===== src/core/gpa_pkg.sv =====
// shared constants for the port pin control and pin interrupt block
package gpa_pkg;
  localparam int ADDR_W = 6; // byte address width
  localparam int DATA_W = 32; // bus data width
  localparam int PIN_W = 8; // pins in the port
  // byte offsets, one aligned word per register
  localparam logic [5:0] OFF_DATA = 6'h00;
  localparam logic [5:0] OFF_DIR = 6'h04;
  localparam logic [5:0] OFF_PULL = 6'h08;
  localparam logic [5:0] OFF_SLEW = 6'h0C;
  localparam logic [5:0] OFF_DRIVE = 6'h10;
  localparam logic [5:0] OFF_ISC = 6'h14;
  localparam logic [5:0] OFF_PSEL = 6'h18;
  localparam logic [5:0] OFF_ESEL = 6'h1C;
  localparam logic [5:0] OFF_EVT = 6'h20;
  localparam logic [5:0] OFF_EVM = 6'h24;
  // interrupt status/control fields
  localparam int FLAG_BIT = 3;
  localparam int ACK_BIT = 2;
  localparam int IE_BIT = 1;
  localparam int MODE_BIT = 0;
  // event status fields
  localparam int EVT_W = 2;
  localparam int EVT_DETECT = 0;
  localparam int EVT_REFUSED = 1;
  // reset values
  localparam logic [7:0] RST_BYTE = 8'h00;
  localparam logic [7:0] RST_SLEW = 8'h00;
  localparam logic [1:0] RST_EVT = 2'h0;
  // bus handshake states
  typedef enum logic [0:0] {
    BUS_ANSWER = 1'b0,
    BUS_WAIT = 1'b1
  } gpa_bus_state_e;
endpackage


===== src/core/gpa_reg_if.sv =====
// register access strobes between the bus slave and the register file
`timescale 1ns/10ps
`default_nettype none
interface gpa_reg_if;
  logic rd_stb; // capture read data, fire read side effects
  logic wr_stb; // write takes effect
  logic [5:0] addr; // byte address of the access
  logic [7:0] wdata; // low write byte
  logic be0; // low byte lane enabled
  logic [7:0] rdata; // register file read mux
  modport bus_side (output rd_stb, output wr_stb, output addr, output wdata,
    output be0, input rdata);
  modport reg_side (input rd_stb, input wr_stb, input addr, input wdata,
    input be0, output rdata);
endinterface
`default_nettype wire


===== src/core/gpa_bus_slave.sv =====
// avalon-mm slave handshake with one wait cycle per access
`timescale 1ns/10ps
`default_nettype none
module gpa_bus_slave (
  input wire logic clk,
  input wire logic rst_n,
  input wire logic [5:0] avs_address,
  input wire logic avs_read,
  input wire logic avs_write,
  input wire logic [31:0] avs_writedata,
  input wire logic [3:0] avs_byteenable,
  output logic [31:0] avs_readdata,
  output logic avs_waitrequest,
  gpa_reg_if.bus_side rif
);
  gpa_pkg::gpa_bus_state_e st_q; // wait while a request is fresh
  logic req; // any request pending
  assign req = avs_read | avs_write;
  // read data is caught in the wait cycle so that read side effects and
  // capture happen on the same edge and no event slips between them
  assign rif.rd_stb = avs_read & (st_q == gpa_pkg::BUS_WAIT);
  assign rif.wr_stb = avs_write & (st_q == gpa_pkg::BUS_ANSWER);
  assign rif.addr = avs_address;
  assign rif.wdata = avs_writedata[7:0];
  assign rif.be0 = avs_byteenable[0];
  assign avs_waitrequest = st_q;
  // handshake state: wait one cycle, answer one cycle, back to wait
  always_ff @(posedge clk or negedge rst_n)
  begin
    if (!rst_n)
      st_q <= gpa_pkg::BUS_WAIT;
    else
      case (st_q)
        gpa_pkg::BUS_WAIT: if (req) st_q <= gpa_pkg::BUS_ANSWER;
        gpa_pkg::BUS_ANSWER: st_q <= gpa_pkg::BUS_WAIT;
        default: st_q <= gpa_pkg::BUS_WAIT;
      endcase
  end
  // read data register, upper bits read zero
  always_ff @(posedge clk or negedge rst_n)
  begin
    if (!rst_n)
      avs_readdata <= 32'h00000000;
    else if (rif.rd_stb)
      avs_readdata <= {24'h000000, rif.rdata};
  end
endmodule
`default_nettype wire


===== src/core/gpa_detect.sv =====
// synchronous edge and level detector for the selected pins
`timescale 1ns/10ps
`default_nettype none
module gpa_detect (
  input wire logic clk,
  input wire logic rst_n,
  input wire logic [7:0] pin_in,
  input wire logic [7:0] pin_sel,
  input wire logic [7:0] edge_sel,
  input wire logic level_mode,
  output logic detect,
  output logic any_asserted
);
  logic [7:0] act; // pin at its asserted level this cycle
  logic [7:0] act_prev_q; // asserted level seen last cycle
  logic primed_q; // one sample taken since reset
  // polarity 0 asserts low, polarity 1 asserts high
  assign act = ~(pin_in ^ edge_sel);
  assign any_asserted = |(act & pin_sel);
  // edge: deasserted one cycle, asserted the next; level only in mode 1
  assign detect = primed_q & |(pin_sel & act & (~act_prev_q | {8{level_mode}}));
  // previous sample; priming blocks a false edge straight after reset
  always_ff @(posedge clk or negedge rst_n)
  begin
    if (!rst_n)
    begin
      act_prev_q <= 8'hFF;
      primed_q <= 1'b0;
    end
    else
    begin
      act_prev_q <= act;
      primed_q <= 1'b1;
    end
  end
endmodule
`default_nettype wire


===== src/core/gpa_port_top.sv =====
// port pin control registers, pin outputs and pin interrupt logic
//
// The register addresses and register access over Avalon-MM were left to the implementer.
`timescale 1ns/10ps
`default_nettype none
module gpa_port_top (
  input wire logic clk,
  input wire logic rst_n,
  input wire logic [5:0] avs_address,
  input wire logic avs_read,
  input wire logic avs_write,
  input wire logic [31:0] avs_writedata,
  input wire logic [3:0] avs_byteenable,
  output logic [31:0] avs_readdata,
  output logic avs_waitrequest,
  input wire logic [7:0] pin_in,
  output logic [7:0] pin_out,
  output logic [7:0] pin_oe,
  output logic [7:0] pin_pull_en,
  output logic [7:0] pin_pull_down,
  output logic [7:0] pin_slew_en,
  output logic [7:0] pin_drive_high,
  output logic port_irq_req,
  output logic irq
);
  gpa_reg_if rif ();

  // address match for one register word
  function automatic logic hit(input logic [5:0] a, input logic [5:0] off);
    hit = (a == off);
  endfunction

  // config registers
  logic [7:0] data_q; // latched output data
  logic [7:0] dir_q; // 1 output, 0 input
  logic [7:0] pull_q; // pull enables
  logic [7:0] slew_q; // slew limit enables
  logic [7:0] drive_q; // high drive selects
  logic [7:0] psel_q; // interrupt pin selects
  logic [7:0] esel_q; // polarity selects
  logic ie_q; // request enable
  logic mode_q; // detection mode
  logic flag_q; // interrupt flag
  logic flag_d;
  logic [1:0] evt_q; // sticky event status
  logic [1:0] evt_d;
  logic [1:0] evm_q; // event mask
  logic [1:0] evt_set;

  // decoded strobes
  logic wr_lo; // write with low lane enabled
  logic ack_wr; // acknowledge written as 1
  logic clear_ok; // acknowledge may clear the flag
  logic detect; // detection this cycle
  logic any_act; // some enabled pin asserted
  logic [7:0] rd_mux;

  gpa_bus_slave u_bus (
    .clk(clk),
    .rst_n(rst_n),
    .avs_address(avs_address),
    .avs_read(avs_read),
    .avs_write(avs_write),
    .avs_writedata(avs_writedata),
    .avs_byteenable(avs_byteenable),
    .avs_readdata(avs_readdata),
    .avs_waitrequest(avs_waitrequest),
    .rif(rif.bus_side)
  );

  gpa_detect u_det (
    .clk(clk),
    .rst_n(rst_n),
    .pin_in(pin_in),
    .pin_sel(psel_q),
    .edge_sel(esel_q),
    .level_mode(mode_q),
    .detect(detect),
    .any_asserted(any_act)
  );

  // registers sit in the low byte lane; a write without it changes nothing
  assign wr_lo = rif.wr_stb & rif.be0;
  // the acknowledge bit is a strobe only, never stored
  assign ack_wr = wr_lo & hit(rif.addr, gpa_pkg::OFF_ISC)
    & rif.wdata[gpa_pkg::ACK_BIT];
  // in level mode an asserted enabled pin keeps the flag up
  assign clear_ok = ~mode_q | ~any_act;

  // plain control registers, each loaded by its own word
  always_ff @(posedge clk or negedge rst_n)
  begin
    if (!rst_n)
    begin
      data_q <= gpa_pkg::RST_BYTE;
      dir_q <= gpa_pkg::RST_BYTE;
      pull_q <= gpa_pkg::RST_BYTE;
      slew_q <= gpa_pkg::RST_SLEW;
      drive_q <= gpa_pkg::RST_BYTE;
      psel_q <= gpa_pkg::RST_BYTE;
      esel_q <= gpa_pkg::RST_BYTE;
    end
    else if (wr_lo)
    begin
      // data writes latch all bits, whatever the direction
      if (hit(rif.addr, gpa_pkg::OFF_DATA))
        data_q <= rif.wdata;
      if (hit(rif.addr, gpa_pkg::OFF_DIR))
        dir_q <= rif.wdata;
      if (hit(rif.addr, gpa_pkg::OFF_PULL))
        pull_q <= rif.wdata;
      if (hit(rif.addr, gpa_pkg::OFF_SLEW))
        slew_q <= rif.wdata;
      if (hit(rif.addr, gpa_pkg::OFF_DRIVE))
        drive_q <= rif.wdata;
      if (hit(rif.addr, gpa_pkg::OFF_PSEL))
        psel_q <= rif.wdata;
      if (hit(rif.addr, gpa_pkg::OFF_ESEL))
        esel_q <= rif.wdata;
    end
  end

  // enable and mode bits of the status/control word
  always_ff @(posedge clk or negedge rst_n)
  begin
    if (!rst_n)
    begin
      ie_q <= 1'b0;
      mode_q <= 1'b0;
    end
    else if (wr_lo && hit(rif.addr, gpa_pkg::OFF_ISC))
    begin
      ie_q <= rif.wdata[gpa_pkg::IE_BIT];
      mode_q <= rif.wdata[gpa_pkg::MODE_BIT];
    end
  end

  // flag: detection sets and wins over a same-cycle acknowledge;
  // no write data path reaches it
  always_comb
  begin
    flag_d = flag_q;
    if (detect)
      flag_d = 1'b1;
    else if (ack_wr && clear_ok)
      flag_d = 1'b0;
  end

  always_ff @(posedge clk or negedge rst_n)
  begin
    if (!rst_n)
      flag_q <= 1'b0;
    else
      flag_q <= flag_d;
  end

  // events: a detection, and an acknowledge refused by level mode
  assign evt_set[gpa_pkg::EVT_DETECT] = detect;
  assign evt_set[gpa_pkg::EVT_REFUSED] = ack_wr & ~clear_ok & flag_q;

  // sticky status cleared by its read; a new event still lands
  always_comb
  begin
    evt_d = evt_q;
    if (rif.rd_stb && hit(rif.addr, gpa_pkg::OFF_EVT))
      evt_d = gpa_pkg::RST_EVT;
    evt_d = evt_d | evt_set;
  end

  always_ff @(posedge clk or negedge rst_n)
  begin
    if (!rst_n)
    begin
      evt_q <= gpa_pkg::RST_EVT;
      evm_q <= gpa_pkg::RST_EVT;
    end
    else
    begin
      evt_q <= evt_d;
      if (wr_lo && hit(rif.addr, gpa_pkg::OFF_EVM))
        evm_q <= rif.wdata[1:0];
    end
  end

  // read mux; unmapped words and reserved bits read zero
  always_comb
  begin
    rd_mux = 8'h00;
    case (rif.addr)
      gpa_pkg::OFF_DATA: rd_mux = (data_q & dir_q) | (pin_in & ~dir_q);
      gpa_pkg::OFF_DIR: rd_mux = dir_q;
      gpa_pkg::OFF_PULL: rd_mux = pull_q;
      gpa_pkg::OFF_SLEW: rd_mux = slew_q;
      gpa_pkg::OFF_DRIVE: rd_mux = drive_q;
      gpa_pkg::OFF_ISC: rd_mux = {4'h0, flag_q, 1'b0, ie_q, mode_q};
      gpa_pkg::OFF_PSEL: rd_mux = psel_q;
      gpa_pkg::OFF_ESEL: rd_mux = esel_q;
      gpa_pkg::OFF_EVT: rd_mux = {6'h00, evt_q};
      gpa_pkg::OFF_EVM: rd_mux = {6'h00, evm_q};
      default: rd_mux = 8'h00;
    endcase
  end
  // the bus slave registers this, so every read costs one wait cycle
  assign rif.rdata = rd_mux;

  // pin outputs, all registered, so they lag the registers by a cycle
  always_ff @(posedge clk or negedge rst_n)
  begin
    if (!rst_n)
    begin
      pin_out <= 8'h00;
      pin_oe <= 8'h00;
      pin_pull_en <= 8'h00;
      pin_pull_down <= 8'h00;
      pin_slew_en <= 8'h00;
      pin_drive_high <= 8'h00;
    end
    else
    begin
      pin_out <= data_q;
      pin_oe <= dir_q;
      pin_pull_en <= pull_q & ~dir_q;
      pin_pull_down <= pull_q & ~dir_q & esel_q & psel_q;
      pin_slew_en <= slew_q & dir_q;
      pin_drive_high <= drive_q & dir_q;
    end
  end

  // interrupt outputs; the flag request is gated by its enable
  always_ff @(posedge clk or negedge rst_n)
  begin
    if (!rst_n)
    begin
      port_irq_req <= 1'b0;
      irq <= 1'b0;
    end
    else
    begin
      port_irq_req <= flag_q & ie_q;
      irq <= |(evt_q & evm_q);
    end
  end
endmodule
`default_nettype wire


===== config.mk =====
export PLATFORM = sky130hd
export DESIGN_NAME = gpa_port_top
export DESIGN_NICKNAME = d
export VERILOG_FILES = /design/src/core/gpa_pkg.sv /design/src/core/gpa_reg_if.sv /design/src/core/gpa_bus_slave.sv /design/src/core/gpa_detect.sv /design/src/core/gpa_port_top.sv
export SDC_FILE = /design/constraint.sdc
export NUM_CORES = 1
export LEC_CHECK = 0
export ABC_AREA = 0
export BUFFER_PORTS_ARGS = -buffer_cell sky130_fd_sc_hd__buf_2
export CELL_PAD_IN_SITES_DETAIL_PLACEMENT = 0
export CELL_PAD_IN_SITES_GLOBAL_PLACEMENT = 1
export CORE_MARGIN = 2
export CORE_UTILIZATION = 25
export CTS_BUF_LIST = sky130_fd_sc_hd__clkbuf_8
export CTS_CLUSTER_SIZE = 20
export DETAILED_ROUTE_END_ITERATION = 10
export GPL_TIMING_DRIVEN = 0
export PLACE_DENSITY_LB_ADDON = 0.2
export REMOVE_ABC_BUFFERS = 1
export SLEW_MARGIN = 20
export SYNTH_ARGS = -nofsm -noshare
export SYNTH_HDL_FRONTEND = slang
export SYNTH_SLANG_ARGS = --single-unit

===== constraint.sdc =====
create_clock -name clk -period 3.15 [get_ports clk]
set_input_delay 0 -clock clk [delete_from_list [all_inputs] [get_ports clk]]
set_output_delay 0 -clock clk [all_outputs]
set_load 0.005 [all_outputs]

==> metrics.txt <==
dpl cell area=6180 um^2; gr usage total=0.131; Via density=4.39; max-cap viol count=0; CTS buffer count=17; final hold vios=0; HPWL Detailed=9650 um; minimum clock period=2.13 ns; relative slew slack=0.395; EDFF count, synth=0; CTS tree=built; crit-path max FO=8; hold depth=4; Clock Sinks=131; number of remaining DRC errors=0; root buffer cell=clkbuf_8; Setup TNS=0 ns; CORE AREA=21800 um^2; Die ar.=23200 um^2; Clock Path Buffers=2; Register-to-Register Path Depth=4; Row Count=54; Post-synth ARST share=1.00; critical path launch point type=register; min-delay src=avs_address[0]; top cell type by total area after synthesis=dfrtp_1; sequential cell area=3290 um^2; CP endpoint kind=register; post-synth cell types=44; worst-skew pair later-pin latency=0.44 ns; ANT cells=0; Pleak=3.43 nW; Yosys warning count=0; I/O pin count=137; Syn Inst Count=425; initial antenna violation count=0; final instance area=6850 um^2; remaining antenna violation count=0; Worst-path clk slew=0.07 ns; Post-Syn Area=5510 um^2; actual slew at the worst max-slew pin=0.907 ns; status=finished clean; reg-to-reg endpoint=slew_q[4]; RSZ-0062 raised after global routing=no; Top FF cell, synth=dfrtp_1; worst path required time=3.48 ns; gr ovfl total=0; Port Buf Inserts=85; R2R Setup Slk=1.02 ns; crit path DAT=2.46 ns; share of cells above drive strength 1=0.374; total routed wirelength=14800 um; initial core utilization=0.253; Final #Nets=595; fmax=470 MHz; P per Cell Area=536 nW/um^2; global-route wire length before repair=23100 um; area of the multi-input gates=2050 um^2; syn avg cell area=13.0 um^2; Routed WL per cell=17.8 um; post-layout util=0.315; Worst Clk Skew=0.00788 ns; hold worst-path end=evt_q[1]; final setup violation count=0; largest net degree at the start of global routing=99; # H-tree levels=4; DRT iter0 DRCs=180; Layout fillers=2239; VDD IR max=219 uV; gpl congestion=0.729; Die Y=152 um; Yosys top cell area share=0.554; die width=152 um; Setup CP Type=register to register; number of global-route vias before repair=3802; r2r startpoint=u_bus.avs_waitrequest; synthesis-stage register bit count=131; 1st-pass router iterations=6; Worst Hold Class=input pin to register; via count=3663; final worst path period share=0.675; Area Growth Syn to Fin=24.3%; post-synthesis sequential area ratio=0.597; Final Max Slew Viols=0; synth top area cells=dfrtp_1 55%, mux2_2 14%, dfstp_2 4.3%, buf_4 3.3%, and2_1 1.9%; Hold Slack=0.0727 ns; post-cts resize count=0; post-CTS setup buffers=0
[power breakdown]
part / internal, W / switching (W)
sequential: 0.00177 / 0.0000613
combinational: 0.000129 / 0.000167
clock: 0.000890 / 0.000655
[Yosys cell counts, types with 2 or more instances]
cell type / instances
a21oi_1: 12
a22o_1: 9
a22oi_1: 8
a31oi_1: 3
a32o_1: 2
and2_1: 17
and3_1: 8
buf_1: 2
buf_2: 5
buf_4: 24
clkbuf_1: 4
conb_1: 2
dfrtp_1: 122
dfstp_2: 9
inv_1: 7
mux2_2: 67
mux2i_1: 6
nand2_1: 21
nand2b_1: 5
nand3_1: 7
nand3b_1: 2
nand4_1: 4
nor2_1: 15
nor2_2: 6
nor2b_1: 10
nor3_4: 2
o211ai_1: 2
o21ai_0: 14
o221ai_1: 2
o22ai_1: 5
o311ai_0: 3
xnor2_1: 8
[worst max-delay path, stage by stage (launching register included)]
cell     delay [ns]
dfstp_2        0.39
nor2_1         0.39
nand2_4        0.13
nor2_2         0.68
mux2_2         0.42
[registers in the layout, summed over array words and instances (netlist names), 8 cells and up]
name and cells:
data_q 8, slew_q 8, pin_pull_en 8, pin_pull_down 8, dir_q 8, esel_q 8
pin_oe 8, psel_q 8, pull_q 8, pin_out 8, drive_q 8, u_det.act_prev_q 8
pin_drive_high 8, u_bus.avs_readdata 8, pin_slew_en 8
[timing repair]
item / 4_1_cts / 5_1_grt
hold endpoints to repair: 195 / 0
hold buffers: 23 / 0
setup endpoints to repair: 0 / 0
[area by class of cell]
type / instances / area share
Clock buffer: 19 / 0.0382
Clock inverter: 13 / 0.0243
Inverter: 7 / 0.00384
Multi-Input combinational cell: 275 / 0.299
Sequential cell: 131 / 0.480
Tap cell: 280 / 0.0512
Timing Repair Buffer: 109 / 0.103
[cells by family after synthesis]
kind of cell              after synthesis  synth area share
AOI/OAI and AO/OA                      62            0.0754
xor gates and xnor gates                8            0.0127
buffers and inverters                  42            0.0461
DFF                                   131             0.597
muxes                                  74             0.152
other                                   2           0.00136
and+or+nand+nor                       106             0.115
[how the worst max path moves through the flow]
stage / slack, ns / startpoint / end
3_3_place_gp: 0.27 / rst_n / pin_oe[1]
5_1_grt: 0.93 / u_bus.avs_waitrequest / slew_q[5]
6_report: 1.02 / u_bus.avs_waitrequest / slew_q[4]
3_5_place_dp: 0.86 / avs_address[3] / dir_q[4]
4_1_cts: 0.99 / u_bus.avs_waitrequest / slew_q[4]
2_1_floorplan: 1.57 / u_bus.avs_waitrequest / esel_q[0]
[placed cells by master (no fill, tap or decap), types with 3 or more instances in the layout]
cell type / n
a21oi_1: 12
a22o_1: 9
a22oi_1: 8
a31oi_1: 3
and2_1: 17
and3_1: 8
buf_2: 84
bufinv_16: 4
clkbuf_8: 19
clkinv_2: 4
conb_1: 25
dfrtp_1: 122
dfstp_2: 9
dlygate4sd3_1: 22
inv_1: 10
mux2_2: 67
mux2i_1: 6
nand2_1: 21
nand2b_1: 5
nand3_1: 7
nand4_1: 4
nor2_1: 15
nor2_2: 6
nor2b_1: 10
o21ai_0: 14
o22ai_1: 5
o311ai_0: 3
xnor2_1: 8
[routing by layer]
metal | vias to the layer above | wire length, um | part of all wire | track usage
li1 | 1702 | - | - | -
met3 | 23 | 540 | 0.036 | 0.0284
met2 | 86 | 7260 | 0.49 | 0.212
met1 | 1852 | 6790 | 0.46 | 0.173
met5 | - | 0 | 0 | 0
met4 | 0 | 254 | 0.017 | 0.0489
[per-stage QoR]
stage / std cells / power (W) / worst slack [ns]
floorplan: 413 / 0.00197 / 1.57
global placement: 778 / 0.00213 / 0.271
detailed placement: 779 / 0.00214 / 0.860
CTS: 834 / 0.00373 / 0.986
global route: 834 / 0.00384 / 0.928
finish: 834 / 0.00367 / 1.02
Power figures use the tool's default switching activity.
